**src/rtl/left_hp_route_regs.vh**
```
// register map constants for the left headphone routing and volume bank
// assumes a 25 MHz control clock and a 7-bit page-0 register address
`ifndef LEFT_HP_ROUTE_REGS_VH
`define LEFT_HP_ROUTE_REGS_VH

// register addresses
`define ADDR_LEFT_DAC_TO_MAIN      7'h2F
`define ADDR_RIGHT_LINE2_TO_MAIN   7'h30
`define ADDR_RIGHT_AMP_TO_MAIN     7'h31
`define ADDR_RIGHT_DAC_TO_MAIN     7'h32
`define ADDR_MAIN_LEVEL_CONTROL    7'h33
`define ADDR_LEFT_LINE2_TO_COMMON  7'h34
`define ADDR_LEFT_AMP_TO_COMMON    7'h35
`define ADDR_LEFT_DAC_TO_COMMON    7'h36
`define ADDR_RIGHT_LINE2_TO_COMMON 7'h37
`define ADDR_RIGHT_AMP_TO_COMMON   7'h38
`define ADDR_RIGHT_DAC_TO_COMMON   7'h39

// channel counts
`define MAIN_PATHS                 4
`define COMMON_PATHS               6
`define ALL_PATHS                  10

// channel slots, main driver paths first
`define SLOT_LEFT_DAC_TO_MAIN      0
`define SLOT_RIGHT_LINE2_TO_MAIN   1
`define SLOT_RIGHT_AMP_TO_MAIN     2
`define SLOT_RIGHT_DAC_TO_MAIN     3
`define SLOT_LEFT_LINE2_TO_COMMON  4
`define SLOT_LEFT_AMP_TO_COMMON    5
`define SLOT_LEFT_DAC_TO_COMMON    6
`define SLOT_RIGHT_LINE2_TO_COMMON 7
`define SLOT_RIGHT_AMP_TO_COMMON   8
`define SLOT_RIGHT_DAC_TO_COMMON   9

// routing register fields
`define ROUTE_ENABLE_BIT           7
`define ROUTE_VOLUME_MSB           6
`define ROUTE_RESET                8'h00
`define VOLUME_MUTE_FIRST          7'h76

// level control register fields
`define LEVEL_MSB                  7
`define LEVEL_LSB                  4
`define UNMUTE_BIT                 3
`define PD_HIZ_BIT                 2
`define PENDING_BIT                1
`define POWER_BIT                  0
`define LEVEL_RESET                4'h0
`define UNMUTE_RESET               1'b0
`define PD_HIZ_RESET               1'b1
`define POWER_RESET                1'b0

// unmapped reads
`define READ_UNMAPPED              8'h00

// gain ramp timing
`define CLOCK_PERIOD_NS            40
`define STEP_TIME_NS               1000
`define STEP_CYCLES                ((`STEP_TIME_NS + `CLOCK_PERIOD_NS - 1) / `CLOCK_PERIOD_NS)
`define STEP_COUNT_W               8

`endif

```
**src/rtl/route_path_channel.v**
```verilog
// one source-to-driver routing register with its gain ramp
// assumes write strobes and the step pulse come from logic on the same clock
`include "left_hp_route_regs.vh"

module route_path_channel (
  input  wire       clock,
  input  wire       rst_b,
  input  wire       write_en,
  input  wire [7:0] write_data,
  input  wire       step,
  output reg  [7:0] reg_value,
  output reg  [6:0] applied_volume,
  output reg        route_enable,
  output reg        path_muted,
  output reg        gain_pending
);

  wire [6:0] target_volume;
  reg  [6:0] next_applied;

  assign target_volume = reg_value[`ROUTE_VOLUME_MSB:0];

  // applied code walks one step per tick toward the programmed code
  always @* begin
    next_applied = applied_volume;
    if (step && (applied_volume < target_volume)) begin
      next_applied = applied_volume + 7'h01;
    end else if (step && (applied_volume > target_volume)) begin
      next_applied = applied_volume - 7'h01;
    end
  end

  always @(posedge clock or negedge rst_b) begin
    if (!rst_b) begin
      reg_value      <= `ROUTE_RESET;
      applied_volume <= 7'h00;
      route_enable   <= 1'b0;
      path_muted     <= 1'b1;
      gain_pending   <= 1'b0;
    end else begin
      if (write_en) begin
        reg_value <= write_data;
      end
      applied_volume <= next_applied;
      route_enable   <= reg_value[`ROUTE_ENABLE_BIT];
      path_muted     <= !reg_value[`ROUTE_ENABLE_BIT] ||
                        (next_applied >= `VOLUME_MUTE_FIRST);
      gain_pending   <= (next_applied != target_volume);
    end
  end

endmodule // route_path_channel

```
**src/rtl/left_headphone_route_volume_regs.v**
```verilog
// page-0 register bank for the main and common left headphone drivers
// assumes the serial control port decodes frames into one-cycle strobes
// on this clock, and drives page_zero_selected from its page register
`include "left_hp_route_regs.vh"

module left_headphone_route_volume_regs (
  input  wire        clock,
  input  wire        rst_b,
  input  wire        page_zero_selected,
  input  wire        reg_write,
  input  wire        reg_read,
  input  wire [6:0]  reg_addr,
  input  wire [7:0]  reg_wdata,
  output reg  [7:0]  reg_rdata,
  output reg         reg_rvalid,
  output wire [3:0]  main_route_enable,
  output wire [27:0] main_path_volume,
  output wire [3:0]  main_path_muted,
  output wire [5:0]  common_route_enable,
  output wire [41:0] common_path_volume,
  output wire [5:0]  common_path_muted,
  output reg  [3:0]  main_level,
  output reg         main_unmute,
  output reg         main_pd_hiz,
  output reg         main_power_up,
  output reg         main_gain_pending
);

  wire [31:0]              step_last_full;
  wire [`STEP_COUNT_W-1:0] step_last;
  reg  [`STEP_COUNT_W-1:0] step_count;
  reg                      step;

  wire [7:0]  chan_value  [0:`ALL_PATHS-1];
  wire [6:0]  chan_volume [0:`ALL_PATHS-1];
  wire [`ALL_PATHS-1:0] chan_write;
  wire [`ALL_PATHS-1:0] chan_route;
  wire [`ALL_PATHS-1:0] chan_muted;
  wire [`ALL_PATHS-1:0] chan_pending;
  reg  [`ALL_PATHS-1:0] path_select;
  reg                   level_select;

  wire        bank_write;
  wire        bank_read;
  wire        level_write;
  reg  [7:0]  next_rdata;

  assign bank_write     = reg_write && page_zero_selected;
  assign bank_read      = reg_read && page_zero_selected;
  assign level_write    = bank_write && level_select;
  // tick period minus one, cut to the counter width on purpose
  assign step_last_full = `STEP_CYCLES - 1;
  assign step_last      = step_last_full[`STEP_COUNT_W-1:0];

  // address decode: one select per routing register, one for the level register
  always @* begin
    path_select  = {`ALL_PATHS{1'b0}};
    level_select = 1'b0;
    case (reg_addr)
      `ADDR_LEFT_DAC_TO_MAIN: begin
        path_select[`SLOT_LEFT_DAC_TO_MAIN] = 1'b1;
      end
      `ADDR_RIGHT_LINE2_TO_MAIN: begin
        path_select[`SLOT_RIGHT_LINE2_TO_MAIN] = 1'b1;
      end
      `ADDR_RIGHT_AMP_TO_MAIN: begin
        path_select[`SLOT_RIGHT_AMP_TO_MAIN] = 1'b1;
      end
      `ADDR_RIGHT_DAC_TO_MAIN: begin
        path_select[`SLOT_RIGHT_DAC_TO_MAIN] = 1'b1;
      end
      `ADDR_MAIN_LEVEL_CONTROL: begin
        level_select = 1'b1;
      end
      `ADDR_LEFT_LINE2_TO_COMMON: begin
        path_select[`SLOT_LEFT_LINE2_TO_COMMON] = 1'b1;
      end
      `ADDR_LEFT_AMP_TO_COMMON: begin
        path_select[`SLOT_LEFT_AMP_TO_COMMON] = 1'b1;
      end
      `ADDR_LEFT_DAC_TO_COMMON: begin
        path_select[`SLOT_LEFT_DAC_TO_COMMON] = 1'b1;
      end
      `ADDR_RIGHT_LINE2_TO_COMMON: begin
        path_select[`SLOT_RIGHT_LINE2_TO_COMMON] = 1'b1;
      end
      `ADDR_RIGHT_AMP_TO_COMMON: begin
        path_select[`SLOT_RIGHT_AMP_TO_COMMON] = 1'b1;
      end
      `ADDR_RIGHT_DAC_TO_COMMON: begin
        path_select[`SLOT_RIGHT_DAC_TO_COMMON] = 1'b1;
      end
      default: begin
        path_select  = {`ALL_PATHS{1'b0}};
        level_select = 1'b0;
      end
    endcase
  end

  // ramp tick shared by all paths
  always @(posedge clock or negedge rst_b) begin
    if (!rst_b) begin
      step_count <= {`STEP_COUNT_W{1'b0}};
      step       <= 1'b0;
    end else begin
      if (step_count == step_last) begin
        step_count <= {`STEP_COUNT_W{1'b0}};
        step       <= 1'b1;
      end else begin
        step_count <= step_count + {{(`STEP_COUNT_W-1){1'b0}}, 1'b1};
        step       <= 1'b0;
      end
    end
  end

  // channels 0..3 feed the main driver, 4..9 the common driver
  genvar i;
  generate
    for (i = 0; i < `ALL_PATHS; i = i + 1) begin : g_path
      if (i < `MAIN_PATHS) begin : g_main
        assign main_route_enable[i]       = chan_route[i];
        assign main_path_muted[i]         = chan_muted[i];
        assign main_path_volume[7*i +: 7] = chan_volume[i];
      end else begin : g_common
        assign common_route_enable[i-`MAIN_PATHS]       = chan_route[i];
        assign common_path_muted[i-`MAIN_PATHS]         = chan_muted[i];
        assign common_path_volume[7*(i-`MAIN_PATHS) +: 7] = chan_volume[i];
      end

      assign chan_write[i] = bank_write && path_select[i];

      route_path_channel u_path (
        .clock          (clock),
        .rst_b          (rst_b),
        .write_en       (chan_write[i]),
        .write_data     (reg_wdata),
        .step           (step),
        .reg_value      (chan_value[i]),
        .applied_volume (chan_volume[i]),
        .route_enable   (chan_route[i]),
        .path_muted     (chan_muted[i]),
        .gain_pending   (chan_pending[i])
      );
    end
  endgenerate

  // main driver level, mute, powerdown drive and power
  always @(posedge clock or negedge rst_b) begin
    if (!rst_b) begin
      main_level    <= `LEVEL_RESET;
      main_unmute   <= `UNMUTE_RESET;
      main_pd_hiz   <= `PD_HIZ_RESET;
      main_power_up <= `POWER_RESET;
    end else if (level_write) begin
      main_level    <= reg_wdata[`LEVEL_MSB:`LEVEL_LSB];
      main_unmute   <= reg_wdata[`UNMUTE_BIT];
      main_pd_hiz   <= reg_wdata[`PD_HIZ_BIT];
      main_power_up <= reg_wdata[`POWER_BIT];
    end
  end

  // pending while any path into the main driver is still ramping
  always @(posedge clock or negedge rst_b) begin
    if (!rst_b) begin
      main_gain_pending <= 1'b0;
    end else begin
      main_gain_pending <= |chan_pending[`MAIN_PATHS-1:0];
    end
  end

  // read multiplexer; unmapped addresses read as zero
  always @* begin
    next_rdata = `READ_UNMAPPED;
    case (reg_addr)
      `ADDR_LEFT_DAC_TO_MAIN: begin
        next_rdata = chan_value[`SLOT_LEFT_DAC_TO_MAIN];
      end
      `ADDR_RIGHT_LINE2_TO_MAIN: begin
        next_rdata = chan_value[`SLOT_RIGHT_LINE2_TO_MAIN];
      end
      `ADDR_RIGHT_AMP_TO_MAIN: begin
        next_rdata = chan_value[`SLOT_RIGHT_AMP_TO_MAIN];
      end
      `ADDR_RIGHT_DAC_TO_MAIN: begin
        next_rdata = chan_value[`SLOT_RIGHT_DAC_TO_MAIN];
      end
      `ADDR_MAIN_LEVEL_CONTROL: begin
        next_rdata = {main_level, main_unmute, main_pd_hiz,
                      main_gain_pending, main_power_up};
      end
      `ADDR_LEFT_LINE2_TO_COMMON: begin
        next_rdata = chan_value[`SLOT_LEFT_LINE2_TO_COMMON];
      end
      `ADDR_LEFT_AMP_TO_COMMON: begin
        next_rdata = chan_value[`SLOT_LEFT_AMP_TO_COMMON];
      end
      `ADDR_LEFT_DAC_TO_COMMON: begin
        next_rdata = chan_value[`SLOT_LEFT_DAC_TO_COMMON];
      end
      `ADDR_RIGHT_LINE2_TO_COMMON: begin
        next_rdata = chan_value[`SLOT_RIGHT_LINE2_TO_COMMON];
      end
      `ADDR_RIGHT_AMP_TO_COMMON: begin
        next_rdata = chan_value[`SLOT_RIGHT_AMP_TO_COMMON];
      end
      `ADDR_RIGHT_DAC_TO_COMMON: begin
        next_rdata = chan_value[`SLOT_RIGHT_DAC_TO_COMMON];
      end
      default: begin
        next_rdata = `READ_UNMAPPED;
      end
    endcase
  end

  always @(posedge clock or negedge rst_b) begin
    if (!rst_b) begin
      reg_rdata  <= `READ_UNMAPPED;
      reg_rvalid <= 1'b0;
    end else begin
      reg_rvalid <= bank_read;
      if (bank_read) begin
        reg_rdata <= next_rdata;
      end
    end
  end

endmodule // left_headphone_route_volume_regs

```
**config.mk**
```make
export PLATFORM = sky130hd
export DESIGN_NAME = left_headphone_route_volume_regs
export DESIGN_NICKNAME = d
export VERILOG_FILES = /design/src/rtl/route_path_channel.v /design/src/rtl/left_headphone_route_volume_regs.v
export VERILOG_INCLUDE_DIRS = /design/src /design/src/rtl
export SDC_FILE = /design/constraint.sdc
export NUM_CORES = 1
export LEC_CHECK = 0
export ABC_CLOCK_PERIOD_IN_PS = 2690
export BUFFER_PORTS_ARGS = -buffer_cell sky130_fd_sc_hd__clkbuf_2
export CORE_UTILIZATION = 55
export CTS_CLUSTER_DIAMETER = 30
export DETAILED_ROUTE_END_ITERATION = 10
export GPL_ROUTABILITY_DRIVEN = 0
export HOLD_SLACK_MARGIN = 0.03
export PLACE_DENSITY = 0.77
export RECOVER_POWER = 100
export SLEW_MARGIN = 20
export SYNTH_ARGS = -nofsm -noshare
export SYNTH_HDL_FRONTEND = slang
export SYNTH_HIERARCHICAL = 1
export SYNTH_SLANG_ARGS = --single-unit
```
**constraint.sdc**
```tcl
create_clock -name clock -period 2.69 [get_ports clock]
set_clock_uncertainty 0.1 [all_clocks]
set_input_delay 0.538 -clock clock [delete_from_list [all_inputs] [get_ports clock]]
set_output_delay 0.538 -clock clock [all_outputs]
set_load 0.02 [all_outputs]
```
# Yosys cells after proc, flatten, opt, wreduce, memory -nomap -nowiden
# Cells that the tools add are included.
# Widths: inputs -> output; s select.
# word_totals
register_bits	200
in_bits	20
# op_classes
n_reduce_logical	54
mux	34
n_eq_ne	16
addsub	21
order_cmp	30
# ops
op	n
$mux 7	20
$pmux 8 s11	1
$eq 7x6->1 const B	11
$add 7x1->7 const B	10
$ge 7x7->1 const B	10
$gt 7x7->1	10
$lt 7x7->1	10
$sub 7x1->7 const B	10
$logic_and 1x1->1	33
$ne 7x7->1	4
$mux 1	12
$logic_not 1->1	10
$logic_or 1x1->1	10
$add 8x1->8 const B	1
$eq 8x5->1 const B	1
$mux 8	1
$reduce_or 4->1	1

# Depth between registers and ports, before layout
# Gate-level depths: netlist (run 1).
# depth
depth_word	6
mapped_depth	11

# Hierarchy
# The synthesis (run 1) kept the hierarchy.
# by_module_without_submodules
module	n_inst	cells_per_inst	area_per_inst_um2	seq_area_each_um2
route_path_channel	10	143	1350.0	451.7
left_headphone_route_volume_regs	1	204	2034.5	651.9

# Worst setup path before layout (run 1)
# OpenSTA, ideal clock, no wires.
# synth_path
path_type	register to register
from	register g_path[3].u_path.applied_volume[6]
to	register g_path[3].u_path.gain_pending
path_buffers	2
required_ps	2448
setup_time_ps	142
stages_incl_launch_ff	11
t_arrival_ps	2390
slack_ps	57
synth_period_minus_slack_ps	2633
cell_sequence	dfrtp_1 -> ha_1 -> nand4_1 -> a21oi_1 -> or3_1 -> buf_2 -> buf_6 -> a311oi_4 -> xnor2_1 -> o221a_2 -> o2111ai_2
# synth_via
elab_chain_cells	5
elab_cells_between_ends	9
classes_between	2 x add/sub; 2 x order compare; 1 x eq/ne; 2 x mux; 2 x reduce/logical
# synth_rtl
element	line	rtl
start: declaration	route_path_channel.v:12	output reg [6:0] applied_volume,
start signal: assignment	route_path_channel.v:44	applied_volume <= next_applied;
$gt 7x7->1	route_path_channel.v:28	end else if (step && (applied_volume > target_volume)) begin
$logic_and 1x1->1	route_path_channel.v:28	
$mux 7	route_path_channel.v:28	
$mux 7 (*)	route_path_channel.v:26	if (step && (applied_volume < target_volume)) begin
named net g_path[3].u_path.next_applied[1]	route_path_channel.v:19	reg [6:0] next_applied;
$ne 7x7->1 (*)	route_path_channel.v:48	gain_pending <= (next_applied != target_volume);
end signal: assignment	route_path_channel.v:48	
end: declaration	route_path_channel.v:15	output reg gain_pending
# The timed path passes the listed nets; every way through them passes the cells marked *.
# A chain may end at the register's enable or synchronous reset.

# Worst setup path in the final report (run 1)
# layout_path
from	register g_path[0].u_path.reg_value[4]
to	register g_path[0].u_path.gain_pending
# layout_via
elab_chain_cells	5
elab_cells_between_ends	7
classes_between	2 x order compare; 1 x eq/ne; 2 x mux; 2 x reduce/logical
# layout_rtl
element	line	rtl
start: declaration	route_path_channel.v:11	output reg [7:0] reg_value,
start signal: assignment	route_path_channel.v:35	reg_value <= `ROUTE_RESET;
start signal: assignment	route_path_channel.v:42	reg_value <= write_data;
$gt 7x7->1	route_path_channel.v:28	
$logic_and 1x1->1	route_path_channel.v:28	
$mux 7	route_path_channel.v:28	
$mux 7 (*)	route_path_channel.v:26	
named net g_path[0].u_path.next_applied[1]	route_path_channel.v:19	
$ne 7x7->1 (*)	route_path_channel.v:48	
end signal: assignment	route_path_channel.v:48	
end: declaration	route_path_channel.v:15	
# Marks and branches as above.

==> results of run 1 <==
-- how the worst min path moves through the flow --
stage               depth (start not counted)  slack [ps]                                            to                               startpoint
floorplan                                   0         140  g_path[0].u_path/applied_volume[0]$_DFF_PN0_                                    rst_b
global placement                            1         340                   main_gain_pending$_DFF_PN0_  g_path[1].u_path/gain_pending$_DFF_PN0_
detailed placement                          1         330                   main_gain_pending$_DFF_PN0_  g_path[1].u_path/gain_pending$_DFF_PN0_
CTS                                         1         340                   main_gain_pending$_DFF_PN0_  g_path[1].u_path/gain_pending$_DFF_PN0_
global route                                1         350                   main_gain_pending$_DFF_PN0_  g_path[1].u_path/gain_pending$_DFF_PN0_
finish                                      1         340                   main_gain_pending$_DFF_PN0_  g_path[1].u_path/gain_pending$_DFF_PN0_
-- layout by cell type (no fill, tap or decap), types with 8 or more instances in the layout --
cell         n
a31oi_1      8
o21ai_0    109
nor2_1      35
clkbuf_16   17
ha_1        92
nor3_1      45
o32ai_4     10
xor2_2      10
buf_4       93
mux2i_1     41
dfstp_2     11
nand2b_1    12
xor2_1      16
clkbuf_2    21
nand2_1    114
nand3_1     38
inv_1      133
dfrtp_1    188
or2_1       10
nor4_1      20
a21oi_1     38
clkbuf_1   126
mux2_2      22
a211oi_2    13
o221ai_1     9
a21o_1      21
nand3b_1    16
a41o_1      14
or3_1       25
or2_2       10
o211ai_1    10
o211ai_2     9
o211a_1     10
nand4_1     37
xnor2_1     71
a311oi_4    10
-- flip-flops by register name (all words and copies together) (netlist names) --
signal and flops:
g_path.u_path/reg_value 80, g_path.u_path/applied_volume 70, g_path.u_path/path_muted 10, g_path.u_path/route_enable 10, reg_rdata 8, step_count 8, g_path.u_path/gain_pending 4, main_level 4
main_gain_pending 1, main_pd_hiz 1, main_power_up 1, main_unmute 1, reg_rvalid 1, step 1
-- layer usage --
layer  part of all wire (%)  track usage, %  vias to the layer above
met5                      0               0                        -
met1                     43            38.5                     5649
met2                     47            47.0                      421
met4                    3.1            10.1                        0
met3                    6.6            5.66                       82
li1                       -               -                     5403
-- metrics by stage --
step / util (%) / setup slack, ps / instance area (µm²) / hold WS, ps / TNS [ps]
4_1_cts: 65.0 / 0.546 / 15900 / 342 / 0
2_1_floorplan: - / 57.2 / 13700 / 142 / 0
6_report: 64.3 / 100 / 15700 / 341 / 0
3_3_place_gp: 62.6 / 61.4 / 15300 / 338 / 0
3_5_place_dp: 62.6 / 24.4 / 15300 / 326 / 0
5_1_grt: 64.2 / -30.0 / 15700 / 353 / -30.0
-- repair_timing --
item / in CTS / in global routing
endpoints found under the setup margin: 0 / 9
resized for setup: 0 / 18
hold buffers: 1 / 0
hold endpoints to repair: 13 / 0
setup buffers: 0 / 1
-- layout make-up --
type                            count  area, µm²
Fill cell                        1998       8720
Multi-Input combinational cell    985       7820
Sequential cell                   200       5020
Timing Repair Buffer              244       1330
Inverter                          135        507
Clock buffer                       18        439
Tap cell                          324        405
Clock inverter                     14        141
Antenna cell                        2       5.00
-- power by group --
group	total, µW	switching (µW)	internal [µW]
Combinational	686	437	248
Sequential	3200	84.0	3120
Clock	2540	1220	1330
Total	6430	1740	4690
-- worst reg2reg max path, cell delays in order, from the launching register on --
cell and delay (ps):
dfrtp_1 350, inv_1 60, ha_1 310, nand4_1 160, buf_4 180, or2_1 250
a21o_1 210, a311oi_4 360, xnor2_1 180, o221a_2 210, o2111ai_2 80
==> flow_metrics.env, run 1 <==
export IMPL_synth_area_per_cell_um2=9.84
export IMPL_die_area_mm2=0.0256
export IMPL_cp_slowest_cell="a311oi_4"
export IMPL_crit_path_end="g_path[0].u_path/gain_pending$_DFF_PN0_"
export IMPL_hpwl_um=27700
export IMPL_layout_nets=1695
export IMPL_ctsLongestPathBuffers=2
export IMPL_cts_made_buffers=17
export IMPL_clk_latency_ps=440
export IMPL_grt_pass1_vias=11200
export IMPL_cp_cell_sequence="inv_1 > ha_1 > nand4_1 > buf_4 > or2_1 > a21o_1 > a311oi_4 > xnor2_1 > o221a_2 > o2111ai_2"
export IMPL_synth_warnings=6
export IMPL_grt_setup_unrepaired="yes"
export IMPL_end_kind="flop"
export IMPL_start_kind="flop"
export IMPL_maxSlewViolCount=0
export IMPL_finalPower_uw=6430
export IMPL_grt_max_degree=63
export IMPL_period_share_pct=96.3
export IMPL_r2r_end="g_path[0].u_path/gain_pending$_DFF_PN0_"
export IMPL_worst_pin_slew_ps=1230
export IMPL_ios=127
export IMPL_hold_class="flop to flop"
export IMPL_rrSetupSlack_ps=100
export IMPL_die_w_um=160
export IMPL_grt_pass1_wl_um=58700
export IMPL_critical_path_buf_inv_count=2
export IMPL_syn_area_mm2=0.0137
export IMPL_powerDensity_mw_per_mm2=410
export IMPL_setup_viol_count_final=0
export IMPL_path_class="flop to flop"
export IMPL_cts_tree="done"
export IMPL_num_rows=57
export IMPL_synthCells=1394
export IMPL_clockRootBuffer="clkbuf_16"
export IMPL_crit_fanout=4
export IMPL_clock_sinks=200
export IMPL_drt_iter0_drc=1127
export IMPL_cp_required_ps=2900
export IMPL_cp_startpoint="g_path[0].u_path/reg_value[4]$_DFFE_PN0P_"
export IMPL_rr_startpoint="g_path[0].u_path/reg_value[4]$_DFFE_PN0P_"
export IMPL_port_buffers=126
export IMPL_max_cap_violations=0
export IMPL_place_inst=1886
export IMPL_overflow=0
export IMPL_avgViaCountPerCell=6.01
export IMPL_max_stage_delay_ps=360
export IMPL_track_usage_pct=28.9
export IMPL_status="finished, final reports clean"
export IMPL_finalHoldViolCount=0
export IMPL_area_growth_pct=14.3
export IMPL_ir_drop_v=0.000315
export IMPL_min_period_ps=2590
export IMPL_fin_cells=1922
export IMPL_core_area_mm2=0.0244
export IMPL_max_slew_margin_rel_pct=18.2
export IMPL_drive_gt1_share_pct=18.0
export IMPL_die_h_um=160
export IMPL_drt_wl_total_um=36700
export IMPL_max_freq_mhz=386
export IMPL_p_leak_uw=0.00713
export IMPL_drt_antenna_violating_nets=0
export IMPL_cp_top_family="compound AO/OA/AOI/OAI gates"
export IMPL_dr_pass1_iters=5
export IMPL_cp_depth=10
export IMPL_syn_num_nets=1506
export IMPL_vias=11600
export IMPL_start_util_pct=56.2
export IMPL_htree_levels=4
export IMPL_wl_per_cell_um=19.1
export IMPL_critPathArrivalTime_ps=2800
export IMPL_path_clk_slew_ps=80
export IMPL_antenna_found_initial=2
export IMPL_drc=0
export IMPL_reg2reg_depth=10
Power figures use the tool's default switching activity.
==> run 2: changes to the inputs <==
==> constraint.sdc (replaced) <==
create_clock -name clock -period 2.69 [get_ports clock]
set_clock_uncertainty 0.1 [all_clocks]
set_input_delay 0.538 -clock clock [delete_from_list [all_inputs] [get_ports clock]]
set_output_delay 0.538 -clock clock [all_outputs]
set_load 0.01 [all_outputs]
==> run 2 against run 1 <==
Against the previous run:
- cell area shrank 0.37%
- count of clock-buffer cells in the layout unchanged
- setup slack better by 1.9 ps
- final cell count stayed put
- global-route usage is the same
- sequential cell count unchanged
- clock power about the same
- non-clock buffer count unchanged
- core utilization fell by 0.24 points
- critical path depth unchanged
- wire length is 0.17% higher
- die area is the same
- largest power group unchanged
==> flow_metrics.env, run 2 (synthesis results as in run 1) <==
export IMPL_status="finished, final reports clean"
export IMPL_htree_levels=4
export IMPL_cp_cell_sequence="inv_1 > ha_1 > nand4_1 > buf_4 > or2_1 > a21o_1 > a311oi_4 > xnor2_1 > o221a_2 > o2111ai_2"
export IMPL_ir_drop_v=0.000314
export IMPL_cp_top_family="compound AO/OA/AOI/OAI gates"
export IMPL_grt_pass1_wl_um=58700
export IMPL_top_register="g_path.u_path/reg_value"
export IMPL_antenna_found_initial=2
export IMPL_max_stage_delay_ps=360
export IMPL_finalPower_uw=6410
export IMPL_period_share_pct=96.2
export IMPL_grt_max_degree=63
export IMPL_drt_wl_total_um=36800
export IMPL_worst_pin_slew_ps=1230
export IMPL_drc=0
export IMPL_end_kind="flop"
export IMPL_area_growth_pct=13.9
export IMPL_drive_gt1_share_pct=18.2
export IMPL_hold_class="flop to flop"
export IMPL_clockRootBuffer="clkbuf_16"
export IMPL_drt_iter0_drc=1136
export IMPL_max_freq_mhz=386
export IMPL_final_common_cell="dfrtp_1"
export IMPL_max_slew_margin_rel_pct=18.3
export IMPL_path_class="flop to flop"
export IMPL_reg_top3="g_path.u_path/reg_value (80), g_path.u_path/applied_volume (70)"
export IMPL_min_period_ps=2590
export IMPL_ctsLongestPathBuffers=2
export IMPL_path_clk_slew_ps=80
export IMPL_finalHoldWorstSlack_ps=339
export IMPL_clock_sinks=200
export IMPL_clk_latency_ps=440
export IMPL_core_area_mm2=0.0244
export IMPL_ios=127
export IMPL_start_kind="flop"
export IMPL_cp_required_ps=2900
export IMPL_vias=11600
export IMPL_finalHoldViolCount=0
export IMPL_setup_viol_count_final=0
export IMPL_wl_per_cell_um=19.1
export IMPL_seqCellArea_mm2=0.00502
export IMPL_port_buffers=126
export IMPL_grt_pass1_vias=11200
export IMPL_die_area_mm2=0.0256
export IMPL_cts_tree="done"
export IMPL_final_cell_mix="dfrtp_1 (188), inv_1 (133), clkbuf_1 (122), nand2_1 (114), o21ai_0 (109)"
export IMPL_avgViaCountPerCell=6.01
export IMPL_num_rows=57
export IMPL_fill_cells=2012
export IMPL_cts_made_buffers=17
export IMPL_max_cap_violations=0
export IMPL_p_leak_uw=0.00713
export IMPL_start_util_pct=56.2
export IMPL_overflow=0
export IMPL_largest_reg_flops=80
export IMPL_track_usage_pct=28.9
export IMPL_hpwl_um=27700
export IMPL_maxSlewViolCount=0
export IMPL_place_ws_ps=24.4
export IMPL_die_h_um=160
export IMPL_dr_pass1_iters=5
export IMPL_die_w_um=160
export IMPL_grt_setup_unrepaired="yes"
export IMPL_powerDensity_mw_per_mm2=411
export IMPL_layout_nets=1695
export IMPL_critical_path_buf_inv_count=2
export IMPL_multi_input_area_mm2=0.00782
export IMPL_cp_slowest_cell="a311oi_4"
export IMPL_critPathArrivalTime_ps=2800
export IMPL_crit_fanout=4
export IMPL_drt_antenna_violating_nets=0
export IMPL_setup_ws_ps=102
==> run 2: changes by cell type in the layout (fill, tap and decap cells not counted) <==
| cell | delta |
|---|---|
| buf_4 | -25 |
| clkbuf_1 | -4 |
| clkbuf_2 | +29 |
| dfstp_1 | +1 |
| dfstp_2 | -1 |
==> run 2: metal layers <==
metal	vias up	global-route usage [%]	wire, µm
met3	87	5.66	2460
met5	-	0	0
met2	437	47.0	17400
li1	5405	-	-
met1	5631	38.5	15800
met4	0	10.1	1120
==> run 2: through the flow <==
stage                     TNS, ps  area (µm²)  util [%]  std cells
after detailed placement        0       15300      62.6       1886
after global routing        -30.0       15600      64.0       1920
after floorplan                 0       13700         -       1394
after global placement          0       15300      62.6       1886
final                           0       15600      64.0       1922
after CTS                       0       15900      65.0       1919
==> run 2: area by class of cell <==
| class | count | area share (%) |
|---|---|---|
| flip-flops and latches | 200 | 32.2 |
| clock buffers | 18 | 2.81 |
| clock inverters | 14 | 0.905 |
| well taps | 324 | 2.60 |
| repair buffers | 244 | 8.16 |
| diodes | 2 | 0.0321 |
| inverters | 135 | 3.25 |
| multi-input cells | 985 | 50.1 |
==> run 2: final timing paths <==
kind	startpoint	to	slack, ps	cells past startpoint
setup / recovery	g_path[0].u_path/reg_value[4]$_DFFE_PN0P_	g_path[0].u_path/gain_pending$_DFF_PN0_	100	10
max in group asynchronous	rst_b	g_path[6].u_path/reg_value[6]$_DFFE_PN0P_	660	3
hold / removal	g_path[1].u_path/gain_pending$_DFF_PN0_	main_gain_pending$_DFF_PN0_	340	1
setup reg to reg	g_path[0].u_path/reg_value[4]$_DFFE_PN0P_	g_path[0].u_path/gain_pending$_DFF_PN0_	100	10
hold reg to reg	g_path[1].u_path/gain_pending$_DFF_PN0_	main_gain_pending$_DFF_PN0_	340	1
min in group asynchronous	rst_b	g_path[9].u_path/applied_volume[2]$_DFF_PN0_	540	2
==> run 2: what timing repair did <==
action | in CTS | in global routing
buffers inserted | 0 | 1
setup endpoints to repair | 0 | 9
resized for setup | 0 | 18
hold endpoints to repair | 13 | 0
hold buffers | 1 | 0
==> run 2: power breakdown <==
part | switching, µW | internal, µW | total [µW]
combinational | 421 | 249 | 669
sequential | 84.0 | 3120 | 3200
clock | 1220 | 1330 | 2540
